==> config.mk <==
export PLATFORM = sky130hd
export DESIGN_NAME = ptc_trace_core
export DESIGN_NICKNAME = d
export VERILOG_FILES = /design/src/rtl/ptc_fifo.v /design/src/rtl/ptc_serializer.v /design/src/rtl/ptc_trace_core.v
export VERILOG_INCLUDE_DIRS = /design/src /design/src/rtl
export SDC_FILE = /design/constraint.sdc
export NUM_CORES = 2
export LEC_CHECK = 0
export ABC_AREA = 0
export BUFFER_PORTS_ARGS = -buffer_cell sky130_fd_sc_hd__buf_2
export CAP_MARGIN = 20
export CORE_AREA = 5 5 530 532
export DETAILED_ROUTE_END_ITERATION = 8
export DIE_AREA = 0 0 535 537
export PLACE_DENSITY = 0.59
export SYNTH_ARGS = -nofsm -noshare
export SYNTH_HDL_FRONTEND = slang
export SYNTH_SLANG_ARGS = --single-unit
==> constraint.sdc <==
create_clock -name clk -period 11.35 [get_ports clk]
set_input_delay 2.27 -clock clk [delete_from_list [all_inputs] [get_ports clk]]
set_output_delay 2.27 -clock clk [all_outputs]
set_load 0.02 [all_outputs]
==> src/rtl/ptc_defs.vh <==
// Constants for the program trace capture block: codes, fields and sizes.
`ifndef PTC_DEFS_VH
`define PTC_DEFS_VH
// ----------------------------------------------------------------------------
// Completion type codes
// ----------------------------------------------------------------------------
`define PTC_CODE_NONE       3'h0
`define PTC_CODE_PLAIN      3'h1
`define PTC_CODE_LOAD       3'h2
`define PTC_CODE_STORE      3'h3
`define PTC_CODE_PC_SYNC    3'h4
`define PTC_CODE_FLOW       3'h5
`define PTC_CODE_FLOW_LOAD  3'h6
`define PTC_CODE_FLOW_STORE 3'h7
// ----------------------------------------------------------------------------
// Register fields
// ----------------------------------------------------------------------------
`define PTC_FEAT_PRESENT_BIT 0
`define PTC_TC2_SUBSET_LSB   5
`define PTC_TC2_SUBSET_MSB   6
// ----------------------------------------------------------------------------
// Trace subsets
// ----------------------------------------------------------------------------
`define PTC_SUBSET_NONE     2'h0
`define PTC_SUBSET_PC       2'h1
`define PTC_SUBSET_PC_ADDR  2'h2
`define PTC_SUBSET_PC_DATA  2'h3
// ----------------------------------------------------------------------------
// Probe pin widths and sizes
// ----------------------------------------------------------------------------
`define PTC_PINS_4          2'h0
`define PTC_PINS_8          2'h1
`define PTC_PINS_16         2'h2
`define PTC_SYNC_PERIOD     16'h0100
`define PTC_FIFO_DEPTH      8
`define PTC_MEM_DEPTH       64
`endif

==> src/rtl/ptc_fifo.v <==
// Parameterised valid/ready FIFO built from flip-flops.
module ptc_fifo #(
  parameter WIDTH = 32,
  parameter DEPTH = 8,
  parameter AW    = 3
) (
  input  wire             clk,       // Core clock.
  input  wire             rst_b,     // Asynchronous reset, active low.
  input  wire             in_valid,  // Write request.
  output wire             in_ready,  // Space available.
  input  wire [WIDTH-1:0] in_data,   // Write word.
  output wire             out_valid, // Word available.
  input  wire             out_ready, // Drain side accepts.
  output wire [WIDTH-1:0] out_data   // Head word.
);
  reg [WIDTH-1:0] mem [0:DEPTH-1];
  reg [AW-1:0]    wr_ptr;
  reg [AW-1:0]    rd_ptr;
  reg [AW:0]      count;
  wire            do_wr;
  wire            do_rd;

  assign in_ready  = (count != DEPTH[AW:0]);
  assign out_valid = (count != {(AW+1){1'b0}});
  assign out_data  = mem[rd_ptr];
  assign do_wr     = in_valid & in_ready;
  assign do_rd     = out_valid & out_ready;

  always @(posedge clk) begin
    if (do_wr) begin
      mem[wr_ptr] <= in_data;
    end
  end

  always @(posedge clk or negedge rst_b) begin
    if (!rst_b) begin
      wr_ptr <= {AW{1'b0}};
      rd_ptr <= {AW{1'b0}};
      count  <= {(AW+1){1'b0}};
    end else begin
      if (do_wr) begin
        wr_ptr <= (wr_ptr == DEPTH[AW-1:0] - 1'b1) ? {AW{1'b0}} : wr_ptr + 1'b1;
      end
      if (do_rd) begin
        rd_ptr <= (rd_ptr == DEPTH[AW-1:0] - 1'b1) ? {AW{1'b0}} : rd_ptr + 1'b1;
      end
      if (do_wr && !do_rd) begin
        count <= count + 1'b1;
      end else if (do_rd && !do_wr) begin
        count <= count - 1'b1;
      end
    end
  end
endmodule

==> src/rtl/ptc_serializer.v <==
// Splits a trace word into probe-side nibbles, bytes or half-words.
`include "ptc_defs.vh"
module ptc_serializer #(
  parameter WIDTH = 32
) (
  input  wire             clk,        // Core clock.
  input  wire             rst_b,      // Asynchronous reset, active low.
  input  wire [1:0]       pin_sel,    // Probe pin count select.
  input  wire             word_valid, // Word offered.
  output wire             word_ready, // Word taken this cycle.
  input  wire [WIDTH-1:0] word_data,  // Word to send.
  output reg  [15:0]      probe_data, // Probe data pins.
  output reg              probe_valid // Probe data strobe.
);
  reg [WIDTH-1:0] shreg;
  reg [4:0]       left;
  reg [4:0]       slices;
  reg [15:0]      slice;

  always @* begin
    case (pin_sel)
      `PTC_PINS_8:  begin slices = 5'd4; slice = {8'h00, shreg[7:0]}; end
      `PTC_PINS_16: begin slices = 5'd2; slice = shreg[15:0]; end
      default:      begin slices = 5'd8; slice = {12'h000, shreg[3:0]}; end
    endcase
  end

  assign word_ready = (left == 5'd0);

  // Low slice first; the width follows pin_sel live and is not latched per word, only the data is held in shreg.
  always @(posedge clk or negedge rst_b) begin
    if (!rst_b) begin
      shreg       <= {WIDTH{1'b0}};
      left        <= 5'd0;
      probe_data  <= 16'h0000;
      probe_valid <= 1'b0;
    end else if (left != 5'd0) begin
      probe_data  <= slice;
      probe_valid <= 1'b1;
      left        <= left - 5'd1;
      case (pin_sel)
        `PTC_PINS_8:  shreg <= shreg >> 8;
        `PTC_PINS_16: shreg <= shreg >> 16;
        default:      shreg <= shreg >> 4;
      endcase
    end else begin
      probe_valid <= 1'b0;
      if (word_valid) begin
        shreg <= word_data;
        left  <= slices;
      end
    end
  end
endmodule

==> src/rtl/ptc_trace_core.v <==
// Core-side trace generation with a trace control unit, trace memory and probe path.
//
// Function
// - A read-only preset flag at bit 0 of the feature flags word shows whether trace logic exists.
// - One of four trace subsets is chosen, but only codes and PC are traced; no subset adds load or store address or data.
// - The subset is read from bits 6:5 of the second trace control register together with the flag.
// - Trace control registers are written by the probe through the test port or by software via debug memory.
// - All trace goes to the trace control unit, which stores it on chip or sends it to the probe.
// - The probe trace data pin count is configurable to 4, 8 or 16.
// - On-chip trace memory has a configurable size and is read out through the test port after capture stops.
// - A PC value is sent only for statically unpredictable flow changes; taken branches are flagged apart.
// - Register jumps, exceptions and exception returns count as unpredictable; conditional branches do not.
// - PC bits 28:0 are also sent at a fixed interval and on synchronisation requests.
// - Once tracing runs, a valid three-bit completion code is given in every cycle.
// - Code 000 is given in any cycle where no instruction completes; while stall_active is high the code holds its last value instead.
// - Codes 001, 010, 011 and 100 mark plain, load, store and PC-sync completions.
// - Codes 101, 110 and 111 mark completions with a PC discontinuity, plain, load or store.
// - The first instruction of a basic block always takes a flow-change code, load or store variant as needed.
`include "ptc_defs.vh"
module ptc_trace_core #(
  parameter [1:0] IMPL_SUBSET = `PTC_SUBSET_PC_DATA,
  parameter       MEM_DEPTH   = `PTC_MEM_DEPTH,
  parameter       MEM_AW      = 6,
  parameter [15:0] SYNC_PERIOD = `PTC_SYNC_PERIOD
) (
  input  wire        clk,              // Core clock.
  input  wire        rst_b,            // Asynchronous reset, active low.
  input  wire        retire_valid,     // An instruction completes this cycle.
  input  wire        retire_killed,    // The completing instruction was killed.
  input  wire        retire_load,      // Completing instruction is a load.
  input  wire        retire_store,     // Completing instruction is a store.
  input  wire        retire_taken,     // A taken branch leads to this instruction.
  input  wire        retire_reg_jump,  // Follows register_jump or register_jump_link.
  input  wire        retire_cond,      // Follows a taken conditional branch.
  input  wire        retire_exc,       // First instruction of an exception handler.
  input  wire        retire_exception_return,      // Follows exception_return or debug_exception_return.
  input  wire        sync_request,     // Synchronisation period request.
  input  wire [31:0] retire_pc,        // PC of the completing instruction.
  input  wire        cfg_wr,           // Control write from test port or debug segment.
  input  wire [1:0]  cfg_addr,         // Control register select.
  input  wire [31:0] cfg_wdata,        // Control write data.
  input  wire        cfg_rd,           // Control read strobe.
  output reg  [31:0] cfg_rdata,        // Control read data.
  output reg  [31:0] feature_flags_word, // Feature flags word.
  output reg  [2:0]  completion_type_code, // Per-cycle completion code.
  output reg         stall_active,     // Stall request seen by the core.
  output reg  [15:0] probe_data,       // Probe trace data pins.
  output reg         probe_valid       // Probe data strobe.
);
  // --------------------------------------------------------------------------
  // Control registers
  // --------------------------------------------------------------------------
  localparam [1:0] ADDR_CTRL  = 2'h0;
  localparam [1:0] ADDR_TC2   = 2'h1;
  localparam [1:0] ADDR_MEMRD = 2'h2;
  localparam [1:0] ADDR_STAT  = 2'h3;
  localparam       FW         = 35;

  reg         trace_on;
  reg         to_probe;
  reg  [1:0]  pin_sel;
  reg  [MEM_AW-1:0] rd_index;
  reg  [MEM_AW-1:0] wr_index;
  reg         mem_wrapped;
  reg  [31:0] trace_mem [0:MEM_DEPTH-1];
  reg  [15:0] sync_cnt;
  reg         stall_req;
  reg  [3:0]  fill;
  wire [3:0]  next_fill;
  wire        fifo_pop;
  reg  [2:0]  next_code;
  reg         next_pc_out;
  wire [31:0] second_trace_control_reg;
  wire        fifo_in_ready;
  wire        fifo_out_valid;
  wire [FW-1:0] fifo_out_data;
  wire        drain_ready;
  wire        ser_ready;
  wire [15:0] ser_data;
  wire        ser_valid;
  wire        mem_full;
  wire        flow;
  wire        pc_sync_due;

  assign second_trace_control_reg = {25'h0, IMPL_SUBSET, 5'h00};

  always @(posedge clk or negedge rst_b) begin
    if (!rst_b) begin
      trace_on  <= 1'b0;
      to_probe  <= 1'b0;
      pin_sel   <= `PTC_PINS_4;
      rd_index  <= {MEM_AW{1'b0}};
      cfg_rdata <= 32'h00000000;
    end else begin
      if (cfg_wr && cfg_addr == ADDR_CTRL) begin
        trace_on <= cfg_wdata[0] & (IMPL_SUBSET != `PTC_SUBSET_NONE);
        to_probe <= cfg_wdata[1];
        pin_sel  <= (cfg_wdata[3:2] == 2'h3) ? `PTC_PINS_16 : cfg_wdata[3:2];
      end
      if (cfg_wr && cfg_addr == ADDR_MEMRD) begin
        rd_index <= cfg_wdata[MEM_AW-1:0];
      end else if (cfg_rd && cfg_addr == ADDR_MEMRD && !trace_on) begin
        rd_index <= rd_index + 1'b1;
      end
      if (cfg_rd) begin
        case (cfg_addr)
          ADDR_CTRL:  cfg_rdata <= {28'h0, pin_sel, to_probe, trace_on};
          ADDR_TC2:   cfg_rdata <= second_trace_control_reg;
          // Memory reads only once capture has stopped; records still in the FIFO keep draining to memory after the stop.
          ADDR_MEMRD: cfg_rdata <= trace_on ? 32'h00000000 : trace_mem[rd_index];
          ADDR_STAT:  cfg_rdata <= {mem_wrapped, {(31-MEM_AW){1'b0}}, wr_index};
          default:    cfg_rdata <= 32'h00000000;
        endcase
      end
    end
  end

  // --------------------------------------------------------------------------
  // Feature flags
  // --------------------------------------------------------------------------
  always @(posedge clk or negedge rst_b) begin
    if (!rst_b) begin
      feature_flags_word <= 32'h00000000;
    end else begin
      feature_flags_word <= {31'h0, (IMPL_SUBSET != `PTC_SUBSET_NONE)};
    end
  end

  // --------------------------------------------------------------------------
  // Completion code generation
  // --------------------------------------------------------------------------
  assign flow = retire_taken | retire_reg_jump | retire_cond | retire_exc | retire_exception_return;
  assign pc_sync_due = (sync_cnt == 16'h0000) | sync_request;

  always @* begin
    next_code   = `PTC_CODE_NONE;
    next_pc_out = 1'b0;
    if (retire_valid && !retire_killed) begin
      if (flow) begin
        // Block heads always flag a flow change; only unpredictable targets carry the PC.
        next_pc_out = retire_reg_jump | retire_exc | retire_exception_return;
        if (retire_load) begin
          next_code = `PTC_CODE_FLOW_LOAD;
        end else if (retire_store) begin
          next_code = `PTC_CODE_FLOW_STORE;
        end else begin
          next_code = `PTC_CODE_FLOW;
        end
      end else if (retire_load) begin
        next_code = `PTC_CODE_LOAD;
      end else if (retire_store) begin
        next_code = `PTC_CODE_STORE;
      end else if (pc_sync_due) begin
        // Periodic sync is kept off loads, stores and branches.
        next_code   = `PTC_CODE_PC_SYNC;
        next_pc_out = 1'b1;
      end else begin
        next_code = `PTC_CODE_PLAIN;
      end
    end
  end

  // The stall is raised from the fill level the FIFO will have after this edge, so a record is
  // never offered to a full FIFO and nothing is lost.
  always @(posedge clk or negedge rst_b) begin
    if (!rst_b) begin
      stall_req            <= 1'b0;
      stall_active         <= 1'b0;
      fill                 <= 4'h0;
      completion_type_code <= `PTC_CODE_NONE;
      sync_cnt             <= 16'h0000;
    end else begin
      fill         <= next_fill;
      stall_req    <= (next_fill == 4'h8);
      stall_active <= (next_fill == 4'h8);
      if (!trace_on) begin
        completion_type_code <= `PTC_CODE_NONE;
        sync_cnt             <= SYNC_PERIOD;
      end else if (!stall_req) begin
        completion_type_code <= next_code;
        if (next_code == `PTC_CODE_PC_SYNC) begin
          sync_cnt <= SYNC_PERIOD;
        end else if (next_code == `PTC_CODE_PLAIN && sync_cnt != 16'h0000) begin
          sync_cnt <= sync_cnt - 16'h0001;
        end
      end
    end
  end

  // --------------------------------------------------------------------------
  // Trace record path: code and PC (zero when not sent) into the FIFO
  // --------------------------------------------------------------------------
  wire          rec_valid;
  wire [FW-1:0] rec_data;
  // Records held back while stalled stay at the core; the core must hold its retire inputs.
  assign rec_valid = trace_on & ~stall_req & (next_code != `PTC_CODE_NONE);
  assign rec_data  = {next_code, next_pc_out ? retire_pc : 32'h00000000};
  assign fifo_pop  = fifo_out_valid & drain_ready;
  assign next_fill = fill + {3'h0, rec_valid} - {3'h0, fifo_pop};

  ptc_fifo #(
    .WIDTH (FW),
    .DEPTH (`PTC_FIFO_DEPTH),
    .AW    (3)
  ) u_fifo (
    .clk       (clk),
    .rst_b     (rst_b),
    .in_valid  (rec_valid),
    .in_ready  (fifo_in_ready),
    .in_data   (rec_data),
    .out_valid (fifo_out_valid),
    .out_ready (drain_ready),
    .out_data  (fifo_out_data)
  );

  // --------------------------------------------------------------------------
  // Drain to on-chip memory or probe
  // --------------------------------------------------------------------------
  // On-chip memory stops at full instead of wrapping, so the oldest trace survives.
  assign mem_full    = mem_wrapped;
  assign drain_ready = to_probe ? ser_ready : ~mem_full;

  always @(posedge clk or negedge rst_b) begin
    if (!rst_b) begin
      wr_index    <= {MEM_AW{1'b0}};
      mem_wrapped <= 1'b0;
    end else if (cfg_wr && cfg_addr == ADDR_CTRL && cfg_wdata[0]) begin
      wr_index    <= {MEM_AW{1'b0}};
      mem_wrapped <= 1'b0;
    end else if (fifo_out_valid && !to_probe && !mem_full) begin
      wr_index <= wr_index + 1'b1;
      if (wr_index == MEM_DEPTH[MEM_AW-1:0] - 1'b1) begin
        mem_wrapped <= 1'b1;
      end
    end
  end

  always @(posedge clk) begin
    if (fifo_out_valid && !to_probe && !mem_full) begin
      trace_mem[wr_index] <= {fifo_out_data[34:32], fifo_out_data[28:0]};
    end
  end

  ptc_serializer #(
    .WIDTH (32)
  ) u_ser (
    .clk         (clk),
    .rst_b       (rst_b),
    .pin_sel     (pin_sel),
    .word_valid  (fifo_out_valid & to_probe),
    .word_ready  (ser_ready),
    .word_data   ({fifo_out_data[34:32], fifo_out_data[28:0]}),
    .probe_data  (ser_data),
    .probe_valid (ser_valid)
  );

  always @(posedge clk or negedge rst_b) begin
    if (!rst_b) begin
      probe_data  <= 16'h0000;
      probe_valid <= 1'b0;
    end else begin
      probe_data  <= ser_data;
      probe_valid <= ser_valid;
    end
  end
endmodule

==> run summary <==
The run finished with clean final reports. The proportion of netlist area held by the largest area contributor came out at 72.2%. edfxtp_1 is the most common cell in the netlist. The post-route standard cell area excluding fillers is 109000 um^2.

In this run the tightest slew margin relative to its limit is 19.7%. The maximum clock frequency came out at around 0.22 GHz. In the detailed route, the total length drawn on met3 is 19700 um. For the worst setup path, the data required time is 12.08 ns. Measured along the y axis, the die boundary spans 537 um. The power per cell area came out at 234 nW/um^2. The final RePlAce weighted congestion is 0.796. The post-route netlist has about a quarter of its cells at a drive strength greater than 1. Setup repair after global routing left no endpoint under its margin. The number of flops mapped to enable cells by yosys is 2304. Leaving out filler cells and counting taps, the final layout contains 8725. The worst setup path is launched from a flip-flop. The total met2 wirelength after detailed routing is roughly 110000 um. The area added between synthesis and finish is 13.6%. The I/O pin count came out at 165. The number of optimization iterations in the first detailed-route pass came out at 5. The number of violations reported at the end of detailed-routing iteration 0 came out at 5574. The sum of routed wire segments on met1 came out at 106000 um. The routed design could run at a clock period as short as 4.63 ns. The number of maximum-capacitance constraint violations is 0. The combined global-route utilization of all metal layers is 17.0%. The leakage power came out at ~34 nW. In this run the standard cell core region covers 276000 um^2. The average wire length per cell after detail routing came out at 28.4 um. Sequential cells were found to cover 76.2% of the synthesized design area. For the worst-skew pair, the clock arrives at the later sink with an insertion delay of a little under 0.9 ns.

The clock-pin slew of the registers on the worst-case setup and hold paths is about 0.060 ns. The maximum root-to-sink buffer count is 3. The number of nets in the final layout is a little under 5000. The total cell area at the placement stage came out at 101000 um^2. The final critical-path share of the clock period came out at 40.8%. The placement row count came out at 193.

The number of setup violations in the final report came out at 0. The netlist area before placement came out at 95900 um^2. The number of hold-slack violations in the final timing report was 0. The buffer count from post-CTS setup fixing came out at 0. After routing, the total negative slack on setup checks comes to 0 ns. The arrival time of data at the critical path endpoint is approximately 5.4 ns. The number of pins with negative max-slew slack in the final report came out at 0.

By area the synthesized netlist is led by edfxtp_1 (72%), mux4_2 (13%), dfrtp_1 (4.0%). The hold-fix buffer count after cts is 0. After synthesis, the share of flip-flops with an asynchronous set or reset is 6.30%. Routed signal wires occupy layers up through met5. The most used flip-flop cell after synthesis is edfxtp_1. The count of unique library cells instantiated by Yosys came out at 66. The peak fanout along the critical path came out at 50.

The via count of the first global-routing pass is roughly 48000. The die area is 287000 um^2. The cell count after synthesis came out at around 4600.

The total clock buffers created by CTS came out at 232. The sum of overflow across all layers after global routing is 0. Hold is met by 0.377 ns. The count of buffers from port buffering came out at between 100 and 150.

The routed design has 248000 um of wire. Summed over all instances, the cell type with the most area after synthesis is edfxtp_1. The quantity of gates resized following cts came out at 0. The detail-routed via count per cell came out at between 5 and 6. From left edge to right edge, the die measures 535 um. The critical path is of the flip-flop to flip-flop type.

The number of levels the H-tree was split into came out at 4. The worst IR drop on VDD came out at approximately 0.20 mV. By count the netlist is led by edfxtp_1 (2304), mux4_2 (573), nand2_1 (167). Entering global routing, the biggest net connects 119 pins.

The number of antenna-violating nets in the routed design is 0. The total number of clock tree sinks is roughly 2500. TritonCTS built the clock tree. The total of flip-flops plus latches after synthesis is 2459. The final worst clock skew came out at 0.0700 ns. The post-synthesis area per instance came out at 21.0 um^2. The final-layout fill cell count came out at 24400.

The detailed-placement wirelength estimate is 137000 um. The number of cells in the design after placement is 8279. The worst-margin pin slew came out at 1.20 ns. The reg-to-reg setup timing slack came out at 6.72 ns. The type of the worst min-delay path is flip-flop to flip-flop. The tree is rooted in a clkbuf_16. The sort of element at the end of the critical path is a flip-flop. The initial antenna violation count came out at 11. The wire length of the first global-routing pass came out at 352000 um. Yosys printed 0 warnings.

The overall power consumption is 25.5 mW. After detailed routing, the number of remaining DRC violations is 0. The initial standard-cell utilization of the core came out at 34.8%.

The routed via count is 47400.
==> path summary, 6_finish.rpt <==
| kind | from | to | depth (start not counted) |
|---|---|---|---|
| hold / removal | u_ser.probe_data[9] | probe_data[9] | 0 |
| min in group asynchronous | rst_b | probe_valid | 1 |
| max in group asynchronous | rst_b | fill[0] | 3 |
| hold reg to reg | u_ser.probe_data[9] | probe_data[9] | 0 |
| setup / recovery | rd_index[2] | cfg_rdata[8] | 9 |
| setup reg to reg | rd_index[2] | cfg_rdata[8] | 9 |
==> registers in the layout, indices dropped and copies added, names as in the netlist, 2 cells and up <==
register and cells:
trace_mem 2048, u_fifo.mem 256, cfg_rdata 32, u_ser.shreg 32, probe_data 16, sync_cnt 16, u_ser.probe_data 16, rd_index 6
wr_index 6, u_ser.left 5, fill 4, u_fifo.count 4, completion_type_code 3, u_fifo.rd_ptr 3, u_fifo.wr_ptr 3, pin_sel 2
==> layout make-up <==
cell class	instances	area, um^2	share of cell area [%]
clock inverter	126	1080	0.992
timing repair buffer	260	1810	1.66
multi-input combinational	1834	21900	20.1
clock buffer	311	6310	5.79
tap	3705	4640	4.26
antenna	5	12.5	0.0115
inverter	25	93.8	0.0862
sequential	2459	73100	67.1
==> kinds of logic after synthesis <==
family	count (synthesis)	synth area share, %
DFF	2459	76.2
muxes	801	15.9
and+or+nand+nor	525	2.57
AOI/OAI and AO/OA	430	3.11
buffers and inverters	312	1.67
xor gates and xnor gates	26	0.238
adders and majority gates	20	0.277
other	2	0.00783
==> layer usage <==
metal / vias to the layer above / GRT usage, %
met3: 352 / 3.40
met2: 1891 / 26.3
li1: 19500 / -
met5: - / 0
met4: 2 / 5.03
met1: 25700 / 24.3
==> worst max-delay path, stage by stage (launching register included) <==
cell and delay [ns]:
dfrtp_4 0.76, buf_4 0.48, buf_4 0.64, buf_4 0.81, mux4_2 0.42, mux2i_1 0.60
nand2_1 0.13, o211ai_1 0.14, o31a_1 0.27, o21ai_1 0.12
==> metrics by stage <==
step	utilization, %	setup WS, ns
after floorplan	-	5.54
after global placement	36.8	6.18
after detailed placement	36.8	6.11
after global routing	39.5	6.44
final	39.5	6.72
after CTS	39.5	6.61
==> cell usage in the layout, fill, tap and decap left out, drive strengths merged, types with 16 or more instances in the layout <==
master	n
buf	259
o31a	23
nand2	167
o221ai	28
conb	32
o22a	23
dfrtp	155
mux2i	161
a31oi	24
mux2	67
a211oi	16
and2	34
nor2b	23
o21ai	84
mux4	573
a22oi	37
edfxtp	2304
inv	34
nand2b	39
a21oi	33
nor3	31
xnor2	21
ha	18
o22ai	68
o211ai	47
clkinv	98
nand3	31
clkbuf	312
nor2	144
==> report_power, final <==
part           switching, mW  leakage (nW)  internal (mW)
combinational           3.96          7.60           1.62
sequential             0.297          22.8           12.1
clock                   3.34          3.61           4.20
total                   7.60          34.0           17.9
Note: power is estimated with default switching activity, not from simulation.
